**src/eif_pkg.sv**
```systemverilog
// Constants for the external interrupt input filter
package eif_pkg;
   // Control register location in the special function register space
   localparam logic [5:0] EIF_CTRL_ADDR = 6'h37;
   localparam logic [7:0] EIF_CTRL_RESET = 8'h00;
   localparam logic [7:0] EIF_CTRL_WMASK = 8'hce;
   // Control field positions
   localparam int EIF_NC_BIT = 7;
   localparam int EIF_PIN_SEL_BIT = 6;
   localparam int EIF_ES3_BIT = 3;
   localparam int EIF_ES2_BIT = 2;
   localparam int EIF_ES1_BIT = 1;
   // Channel numbering: 0 = irq zero, 1..3 = irq one..three, 4 = irq five
   localparam int EIF_NCH = 5;
   // Clock rates
   localparam int EIF_FC_HZ = 40_000_000;
   localparam int EIF_FS_HZ = 32_768;
   localparam int EIF_FS_DIV_INT = EIF_FC_HZ / EIF_FS_HZ;
   localparam logic [10:0] EIF_FS_DIV = EIF_FS_DIV_INT[10:0];
   // Noise windows in high_freq_clock periods, as printed
   localparam int EIF_Z_REJ_FC = 2;
   localparam int EIF_Z_ACC_FC = 7;
   localparam int EIF_M_REJ_FC = 7;
   localparam int EIF_M_ACC_FC = 25;
   localparam int EIF_NC1_REJ_FC = 15;
   localparam int EIF_NC1_ACC_FC = 49;
   localparam int EIF_NC0_REJ_FC = 63;
   localparam int EIF_NC0_ACC_FC = 193;
   localparam int EIF_NC_SWITCH_FC = 26;
   // Stable sample counts, placed inside each reject/accept window
   localparam int EIF_Z_N_INT = (EIF_Z_REJ_FC + EIF_Z_ACC_FC + 1) / 2;
   localparam int EIF_M_N_INT = (EIF_M_REJ_FC + EIF_M_ACC_FC) / 2;
   localparam int EIF_NC1_N_INT = (EIF_NC1_REJ_FC + EIF_NC1_ACC_FC) / 2;
   localparam int EIF_NC0_N_INT = (EIF_NC0_REJ_FC + EIF_NC0_ACC_FC) / 2;
   localparam logic [7:0] EIF_Z_N = EIF_Z_N_INT[7:0];
   localparam logic [7:0] EIF_M_N = EIF_M_N_INT[7:0];
   localparam logic [7:0] EIF_NC1_N = EIF_NC1_N_INT[7:0];
   localparam logic [7:0] EIF_NC0_N = EIF_NC0_N_INT[7:0];
   // Low speed: 1/fs rejected, 3.5/fs accepted; two low_freq_clock samples
   localparam logic [7:0] EIF_SLOW_N = 8'h02;
   // Idle level of the filtered pins after reset
   localparam logic [4:0] EIF_FILT_RESET = 5'h1f;
endpackage

```
**src/eif_filter.sv**
```systemverilog
// External interrupt input noise filter, edge select and control register
`timescale 1ns/1ps
// Notes on behaviour
// RULE_01: Five interrupt inputs, each with its own noise filter before the latch.
// RULE_02: Shared pin is a port bit or irq zero; port input after reset.
// RULE_03: Edge select only on inputs one to three; zero and five fall.
// RULE_04: Irq zero needs master enable, flag four, pin select; one/two use five/seven.
// RULE_05: Fast modes: inputs zero, five reject under 2/fc, accept 7/fc.
// RULE_06: Fast modes: input one rejects under 15 or 63/fc, accepts 49 or 193/fc.
// RULE_07: Fast modes: inputs two, three reject under 7/fc, accept 25/fc.
// RULE_08: Low speed: all inputs reject under 1/fs, accept 3.5/fs.
// RULE_09: Control bit 7 low gives 63/fc window, high gives 15/fc.
// RULE_10: Control bit 6 picks port or irq zero; software sets port to input.
// RULE_11: Control bits 3,2,1 pick edges of inputs 3,2,1: 0 rising, 1 falling.
// RULE_12: With pin select low, falling edges never set latch four.
// RULE_13: Clean edge sets its latch within establishment time plus 6/fs.
// RULE_14: Own drive changes on an interrupt pin raise a spurious request.
// RULE_15: Software disables interrupts while clocks or control change.
// RULE_16: New input one window applies within 26/fc of the write.
// RULE_17: Source selects route latches fourteen, fifteen away from inputs three, five.
// RULE_18: Inputs are synchronised, then filtered by counting stable samples.
module eif_filter
   import eif_pkg::*;
(
   input  wire logic       CLK,
   input  wire logic       RST_N,
   input  wire logic [5:0] SFR_ADDR,
   input  wire logic [7:0] SFR_WDATA,
   input  wire logic       SFR_WR,
   input  wire logic       SFR_RD,
   output logic      [7:0] SFR_RDATA,
   input  wire logic [4:0] EXT_IRQ_PIN,
   input  wire logic       LOW_SPEED_MODE,
   input  wire logic       MASTER_IRQ_ENABLE,
   input  wire logic       ENABLE_FLAG_FOUR,
   input  wire logic       ENABLE_FLAG_FIVE,
   input  wire logic       ENABLE_FLAG_SEVEN,
   input  wire logic       ENABLE_FLAG_FOURTEEN,
   input  wire logic       ENABLE_FLAG_FIFTEEN,
   input  wire logic       LATCH_FOURTEEN_SOURCE_SELECT,
   input  wire logic       LATCH_FIFTEEN_SOURCE_SELECT,
   output logic            SHARED_PIN_IRQ_SELECT,
   output logic [4:0]      LATCH_SET,
   output logic [4:0]      IRQ_ENABLED
);

   logic [7:0]  ctrl_q;
   logic [7:0]  rdata_q;
   logic [10:0] fs_cnt_q;
   logic        fs_tick;
   logic        sample_en;
   logic [4:0]  sync1_q;
   logic [4:0]  sync2_q;
   logic [4:0]  filt_q;
   logic [4:0]  prev_q;
   logic [7:0]  cnt_q [EIF_NCH];
   logic [7:0]  thr_w [EIF_NCH];
   logic [4:0]  fall_sel;
   logic [4:0]  edge_w;
   logic [4:0]  gate_w;
   logic [4:0]  latch_q;

   // Stable count needed by a channel in the current mode and setting
   function automatic logic [7:0] thr_of(input int ch, input logic slow, input logic nc);
      logic [7:0] t;
      t = EIF_M_N;
      if (slow)
         t = EIF_SLOW_N;
      else if (ch == 0 || ch == 4)
         t = EIF_Z_N;
      else if (ch == 1)
         t = nc ? EIF_NC1_N : EIF_NC0_N;
      return t;
   endfunction

   // Control register; reserved bits stay zero
   always_ff @(posedge CLK or negedge RST_N)
   begin
      if (!RST_N)
         ctrl_q <= EIF_CTRL_RESET; // RULE_02
      else if (SFR_WR && SFR_ADDR == EIF_CTRL_ADDR)
         ctrl_q <= SFR_WDATA & EIF_CTRL_WMASK;
   end

   always_ff @(posedge CLK or negedge RST_N)
   begin
      if (!RST_N)
         rdata_q <= 8'h00;
      else if (SFR_RD && SFR_ADDR == EIF_CTRL_ADDR)
         rdata_q <= ctrl_q;
      else
         rdata_q <= 8'h00;
   end

   assign SFR_RDATA = rdata_q;
   assign SHARED_PIN_IRQ_SELECT = ctrl_q[EIF_PIN_SEL_BIT]; // RULE_10

   // low_freq_clock sampling enable
   always_ff @(posedge CLK or negedge RST_N)
   begin
      if (!RST_N)
         fs_cnt_q <= 11'h000;
      else if (fs_cnt_q == EIF_FS_DIV - 11'h001)
         fs_cnt_q <= 11'h000;
      else
         fs_cnt_q <= fs_cnt_q + 11'h001;
   end

   assign fs_tick = (fs_cnt_q == EIF_FS_DIV - 11'h001);
   assign sample_en = LOW_SPEED_MODE ? fs_tick : 1'b1; // RULE_08

   always_ff @(posedge CLK or negedge RST_N)
   begin
      if (!RST_N)
      begin
         sync1_q <= EIF_FILT_RESET;
         sync2_q <= EIF_FILT_RESET;
      end
      else if (sample_en)
      begin
         sync1_q <= EXT_IRQ_PIN; // RULE_18
         sync2_q <= sync1_q;
      end
   end

   // Pin level includes the device's own drive, so output changes show up as edges
   genvar g;
   generate
      for (g = 0; g < EIF_NCH; g++)
      begin : g_ch
         assign thr_w[g] = thr_of(g, LOW_SPEED_MODE, ctrl_q[EIF_NC_BIT]); // RULE_09 RULE_16

         always_ff @(posedge CLK or negedge RST_N)
         begin
            if (!RST_N)
            begin
               cnt_q[g] <= 8'h00;
               filt_q[g] <= EIF_FILT_RESET[g];
            end
            else if (sample_en)
            begin
               if (sync2_q[g] == filt_q[g])
                  cnt_q[g] <= 8'h00;
               else if (cnt_q[g] + 8'h01 >= thr_w[g])
               begin
                  filt_q[g] <= sync2_q[g]; // RULE_01 RULE_05 RULE_06 RULE_07
                  cnt_q[g] <= 8'h00;
               end
               else
                  cnt_q[g] <= cnt_q[g] + 8'h01;
            end
         end
      end
   endgenerate

   always_ff @(posedge CLK or negedge RST_N)
   begin
      if (!RST_N)
         prev_q <= EIF_FILT_RESET;
      else
         prev_q <= filt_q;
   end

   // Zero and five are falling only
   assign fall_sel = {1'b1, ctrl_q[EIF_ES3_BIT], ctrl_q[EIF_ES2_BIT],
                      ctrl_q[EIF_ES1_BIT], 1'b1}; // RULE_03 RULE_11
   assign edge_w = (prev_q & ~filt_q & fall_sel) | (~prev_q & filt_q & ~fall_sel); // RULE_14

   assign gate_w = {~LATCH_FIFTEEN_SOURCE_SELECT, ~LATCH_FOURTEEN_SOURCE_SELECT,
                    2'b11, ctrl_q[EIF_PIN_SEL_BIT]}; // RULE_12 RULE_17

   always_ff @(posedge CLK or negedge RST_N)
   begin
      if (!RST_N)
         latch_q <= 5'h00;
      else
         latch_q <= edge_w & gate_w; // RULE_13
   end

   assign LATCH_SET = latch_q;

   assign IRQ_ENABLED[0] = MASTER_IRQ_ENABLE & ENABLE_FLAG_FOUR
                           & ctrl_q[EIF_PIN_SEL_BIT]; // RULE_04
   assign IRQ_ENABLED[1] = MASTER_IRQ_ENABLE & ENABLE_FLAG_FIVE; // RULE_04
   assign IRQ_ENABLED[2] = MASTER_IRQ_ENABLE & ENABLE_FLAG_SEVEN; // RULE_04
   assign IRQ_ENABLED[3] = MASTER_IRQ_ENABLE & ENABLE_FLAG_FOURTEEN
                           & ~LATCH_FOURTEEN_SOURCE_SELECT; // RULE_17
   assign IRQ_ENABLED[4] = MASTER_IRQ_ENABLE & ENABLE_FLAG_FIFTEEN
                           & ~LATCH_FIFTEEN_SOURCE_SELECT; // RULE_17
endmodule

```
**config.mk**
```make
export PLATFORM = sky130hd
export DESIGN_NAME = eif_filter
export DESIGN_NICKNAME = d
export VERILOG_FILES = /design/src/eif_pkg.sv /design/src/eif_filter.sv
export SDC_FILE = /design/constraint.sdc
export NUM_CORES = 1
export LEC_CHECK = 0
export CAP_MARGIN = 15
export CORE_UTILIZATION = 52
export DETAILED_ROUTE_END_ITERATION = 8
export DONT_BUFFER_PORTS = 1
export GPL_TIMING_DRIVEN = 0
export PLACE_DENSITY = 0.7
export SLEW_MARGIN = 25
export SYNTH_ARGS = -nofsm -noshare
export SYNTH_HDL_FRONTEND = slang
export SYNTH_SLANG_ARGS = --single-unit
export TNS_END_PERCENT = 50
```
**constraint.sdc**
```tcl
create_clock -name CLK -period 2.95 [get_ports CLK]
set_input_delay 0.4425 -clock CLK [delete_from_list [all_inputs] [get_ports CLK]]
set_output_delay 0.4425 -clock CLK [all_outputs]
set_load 0.02 [all_outputs]
```
==> results.md <==
* HPWL Detailed at approximately 5.4 mm
* Critical Path Start Type: register
* GRT Residual Overflow at 0
* Peak supply drop at 393 uV
* Synth Area in Compound Gates at a little over a tenth
* Max FO, Critical Path at 6
* Hold Crit Class: in2reg
* Status: complete, no violations
* Residual DRC at 0
* Req. time, crit path at ~3200 ps
* Min Tclk post-route at roughly 2700 ps
* Initial DRC count at ~100
* H-tree levels at 3
* Full die area at 0.00851 sq mm
* Slew Viols, Final at 0
* Syn Inst Count at around 400
* FF-to-FF path depth at 9
* # rows at 32
* Reg-to-Reg End: cnt_q[10]$_DFFE_PN0N_
* Largest net degree at the start of global routing at just under 90
* Crit Path Class: reg2reg
* Routed vias/inst at about 5.6
* Slew headroom at around 62%
* Number of antenna diodes at 0
* Synth Area in XOR/XNOR at approximately 5.4%
* DRT Wirelength at 7.85 mm
* TritonCTS clock tree: yes
* Setup violators final at 0
* Die W at about 90 um
* CTS Buf Count at 9
* Fin. Hold Viols at 0
* CTS root buf: clkbuf_8
* Largest family of logic cells by synthesized area: simple AND/OR/NAND/NOR gates
* Placed cell area at around 0.0044 sq mm
* Syn Area/Cell at about 10 sq um
* Worst slew pin tran at between 500 and 600 ps
* Antenna viol nets, final at 0
* R2r startpoint: cnt_q[8]$_DFFE_PN0N_
* Highest Clock Rate at approximately 380 MHz
* Power density cells at about 680 mW/mm^2
* CP endpoint kind: register
* Post-synthesis adder-cell area fraction at 5.61%
* Placer Congestion at between 0.7 and 0.8
* Post-synthesis cell type count at 56
* Critical path arrival at between 2000 and 3000 ps
* Worst skew pair latency at ~360 ps
* Router iterations before antenna repair at 4
* Clock sink count at between 80 and 90
* Vias in the first global route at ~2,800
* Post-CTS resize count at 0
* Netlist Area Pre-Place at 0.00424 sq mm
* FF-to-FF setup slack at around 300 ps
* Ys flop type: dfrtp_1
* Lkg Pwr at 2.20 nW
* Starting density of the core at 54.3%
* Critical Path Sink: cnt_q[10]$_DFFE_PN0N_
* Max-cap viol count at 0
* Post-synthesis mux area share at under 10%
* Clock Skew at just under 20 ps
* RSZ-0062 raised after global routing: false
* P&R area growth vs syn at 8.80%
* TNS Setup at 0 ps
* Async SR Flop Fraction at 100%
* First-pass GRT wire length at 13.2 mm
* Clock-pin slew on the worst setup and hold paths at approximately 80 ps
* Total vias in the final route at slightly below 3,000
* Fin crit share at approximately nine tenths
* Nets at 470
* CP startpoint: cnt_q[8]$_DFFE_PN0N_
* Initial antenna violation count at 0
* Design area at 0.00461 sq mm
* IO Port Bufs at 0
* Synth Area in Simple Gates at a little over a fifth
* Filler cells at 693
* Register area share after synthesis at 51.4%
* I/O Pins at 51
* Die Y at between 90 and 100 um
* Ys Warns at 0
* Wire length per cell at roughly 15 um
* Yosys reg bits at between 80 and 90
* Clock buffer depth at 2
* Number of enable flip-flop cells after synthesis at 0
* Tot GR Track Use at 20.0%
* Core ar. at slightly below 0.008 sq mm
* Layout cells sized above 1 at between 15 and 20%
worst min-delay path by stage:
stage                                       startpoint                endpoint  slack (ps)  cells after the start
after floorplan                                  RST_N  LATCH_SET[0]$_DFF_PN0_         150                      0
after global placement                           RST_N  fs_cnt_q[10]$_DFF_PN0_         150                      0
after detailed placement                         RST_N  fs_cnt_q[10]$_DFF_PN0_         150                      0
after CTS                 LATCH_FOURTEEN_SOURCE_SELECT  LATCH_SET[3]$_DFF_PN0_         140                      1
after global routing      LATCH_FOURTEEN_SOURCE_SELECT  LATCH_SET[3]$_DFF_PN0_         140                      1
final                     LATCH_FOURTEEN_SOURCE_SELECT  LATCH_SET[3]$_DFF_PN0_         150                      1
layout by cell type, fill, tap and decap left out, types with 3 or more instances in the layout:
cell | synthesis | layout
and3_1 | 14 | 14
nor3_1 | 10 | 10
a21oi_1 | 10 | 10
xnor2_1 | 14 | 14
nand3_1 | 19 | 19
nand4_1 | 4 | 4
buf_4 | 3 | 3
xor2_1 | 12 | 12
nand2_1 | 67 | 67
or2_2 | 3 | 3
a22o_1 | 3 | 3
clkbuf_8 | 0 | 10
clkbuf_1 | 5 | 6
nor2_1 | 20 | 20
dfrtp_1 | 66 | 66
dfstp_2 | 20 | 20
ha_1 | 19 | 19
a31oi_1 | 5 | 5
o31ai_1 | 5 | 5
and2_1 | 20 | 20
or3_1 | 3 | 3
mux2_2 | 10 | 10
conb_1 | 1 | 3
inv_1 | 8 | 8
o21ai_0 | 13 | 13
nand2b_1 | 6 | 6
a21o_1 | 7 | 7
synth_stat cells, types with 2 or more instances:
library cell  count  area [sq um]
or2_2             3          18.8
o21a_1            2          15.0
nand3_1          19          95.1
a21o_1            7          52.6
buf_4             3          22.5
and3_1           14          87.6
inv_1             8          30.0
xor2_1           12           105
buf_6             2          22.5
nand4_1           4          25.0
o211ai_1          2          15.0
o21ai_0          13          65.1
clkbuf_1          5          18.8
mux2_2           10           113
nand2_1          67           251
or3_1             3          18.8
mux2_4            2          30.0
ha_1             19           238
xnor2_1          14           123
a311oi_1          2          17.5
dfrtp_1          66          1650
nor3_1           10          50.1
dfstp_2          20           526
and2_1           20           125
nand2b_1          6          37.5
a22o_1            3          26.3
nor2_1           20          75.1
a31oi_1           5          31.3
o31ai_1           5          37.5
a21oi_1          10          50.1
o41ai_1           2          17.5
and4_1            2          17.5
per-layer routing:
metal / vias up / wire (um) / global-route usage (%)
li1: 1438 / - / -
met2: 54 / 3850 / 33.2
met4: 0 / 91 / 6.90
met1: 1447 / 3630 / 25.4
met3: 8 / 274 / 4.81
met5: - / 0 / 0
power by group:
part | internal, mW | switching [mW] | leakage (nW)
combinational | 0.330 | 0.371 | 1.00
sequential | 1.41 | 0.203 | 1.10
clock | 0.415 | 0.416 | 0.0955
cell families (layout without fill, tap and decap cells):
| kind of cell | count (synthesis) | count (layout) |
|---|---|---|
| adders and majority gates | 19 | 19 |
| xor gates and xnor gates | 26 | 26 |
| AOI/OAI and AO/OA | 64 | 64 |
| muxes | 13 | 13 |
| other | 1 | 3 |
| DFF | 86 | 86 |
| buffers and inverters | 19 | 37 |
| and+or+nand+nor | 176 | 176 |
area by class of cell:
| cell class | instances | area, sq um | share of cell area, % |
|---|---|---|---|
| Clock buffer | 11 | 141 | 3.07 |
| Multi-Input combinational cell | 301 | 1970 | 42.7 |
| Clock inverter | 5 | 58.8 | 1.28 |
| Inverter | 8 | 30.0 | 0.651 |
| Tap cell | 102 | 128 | 2.77 |
| Sequential cell | 86 | 2180 | 47.2 |
| Timing Repair Buffer | 2 | 37.5 | 0.814 |
| Buffer | 11 | 68.8 | 1.49 |
flip-flops by register name (all words and copies together) (netlist names):
name	cells
ctrl_q	5
fs_cnt_q	11
sync1_q	5
sync2_q	5
prev_q	5
SFR_RDATA	5
filt_q	5
cnt_q	40
LATCH_SET	5
through the flow:
step	hold slack [ps]	cells	setup slack, ps	util [%]	power [mW]
global route	136	526	83.7	59.0	3.35
global placement	149	508	421	56.0	2.27
finish	150	526	299	59.0	3.14
floorplan	147	406	688	-	2.13
CTS	138	526	338	59.0	3.17
detailed placement	149	508	364	56.0	2.30
worst max-delay path, stage by stage (launching register included):
cell	delay (ps)
dfrtp_1	440
ha_1	270
nand3_1	200
xnor2_1	180
ha_1	210
nand2b_1	170
o32ai_1	300
o211ai_1	180
or2_1	320
o41ai_1	270
repair_timing:
action | in CTS | in global routing
hold buffers | 2 | 0
buffers inserted | 0 | 0
endpoints found under the hold margin | 86 | 0
Power figures use the tool's default switching activity.
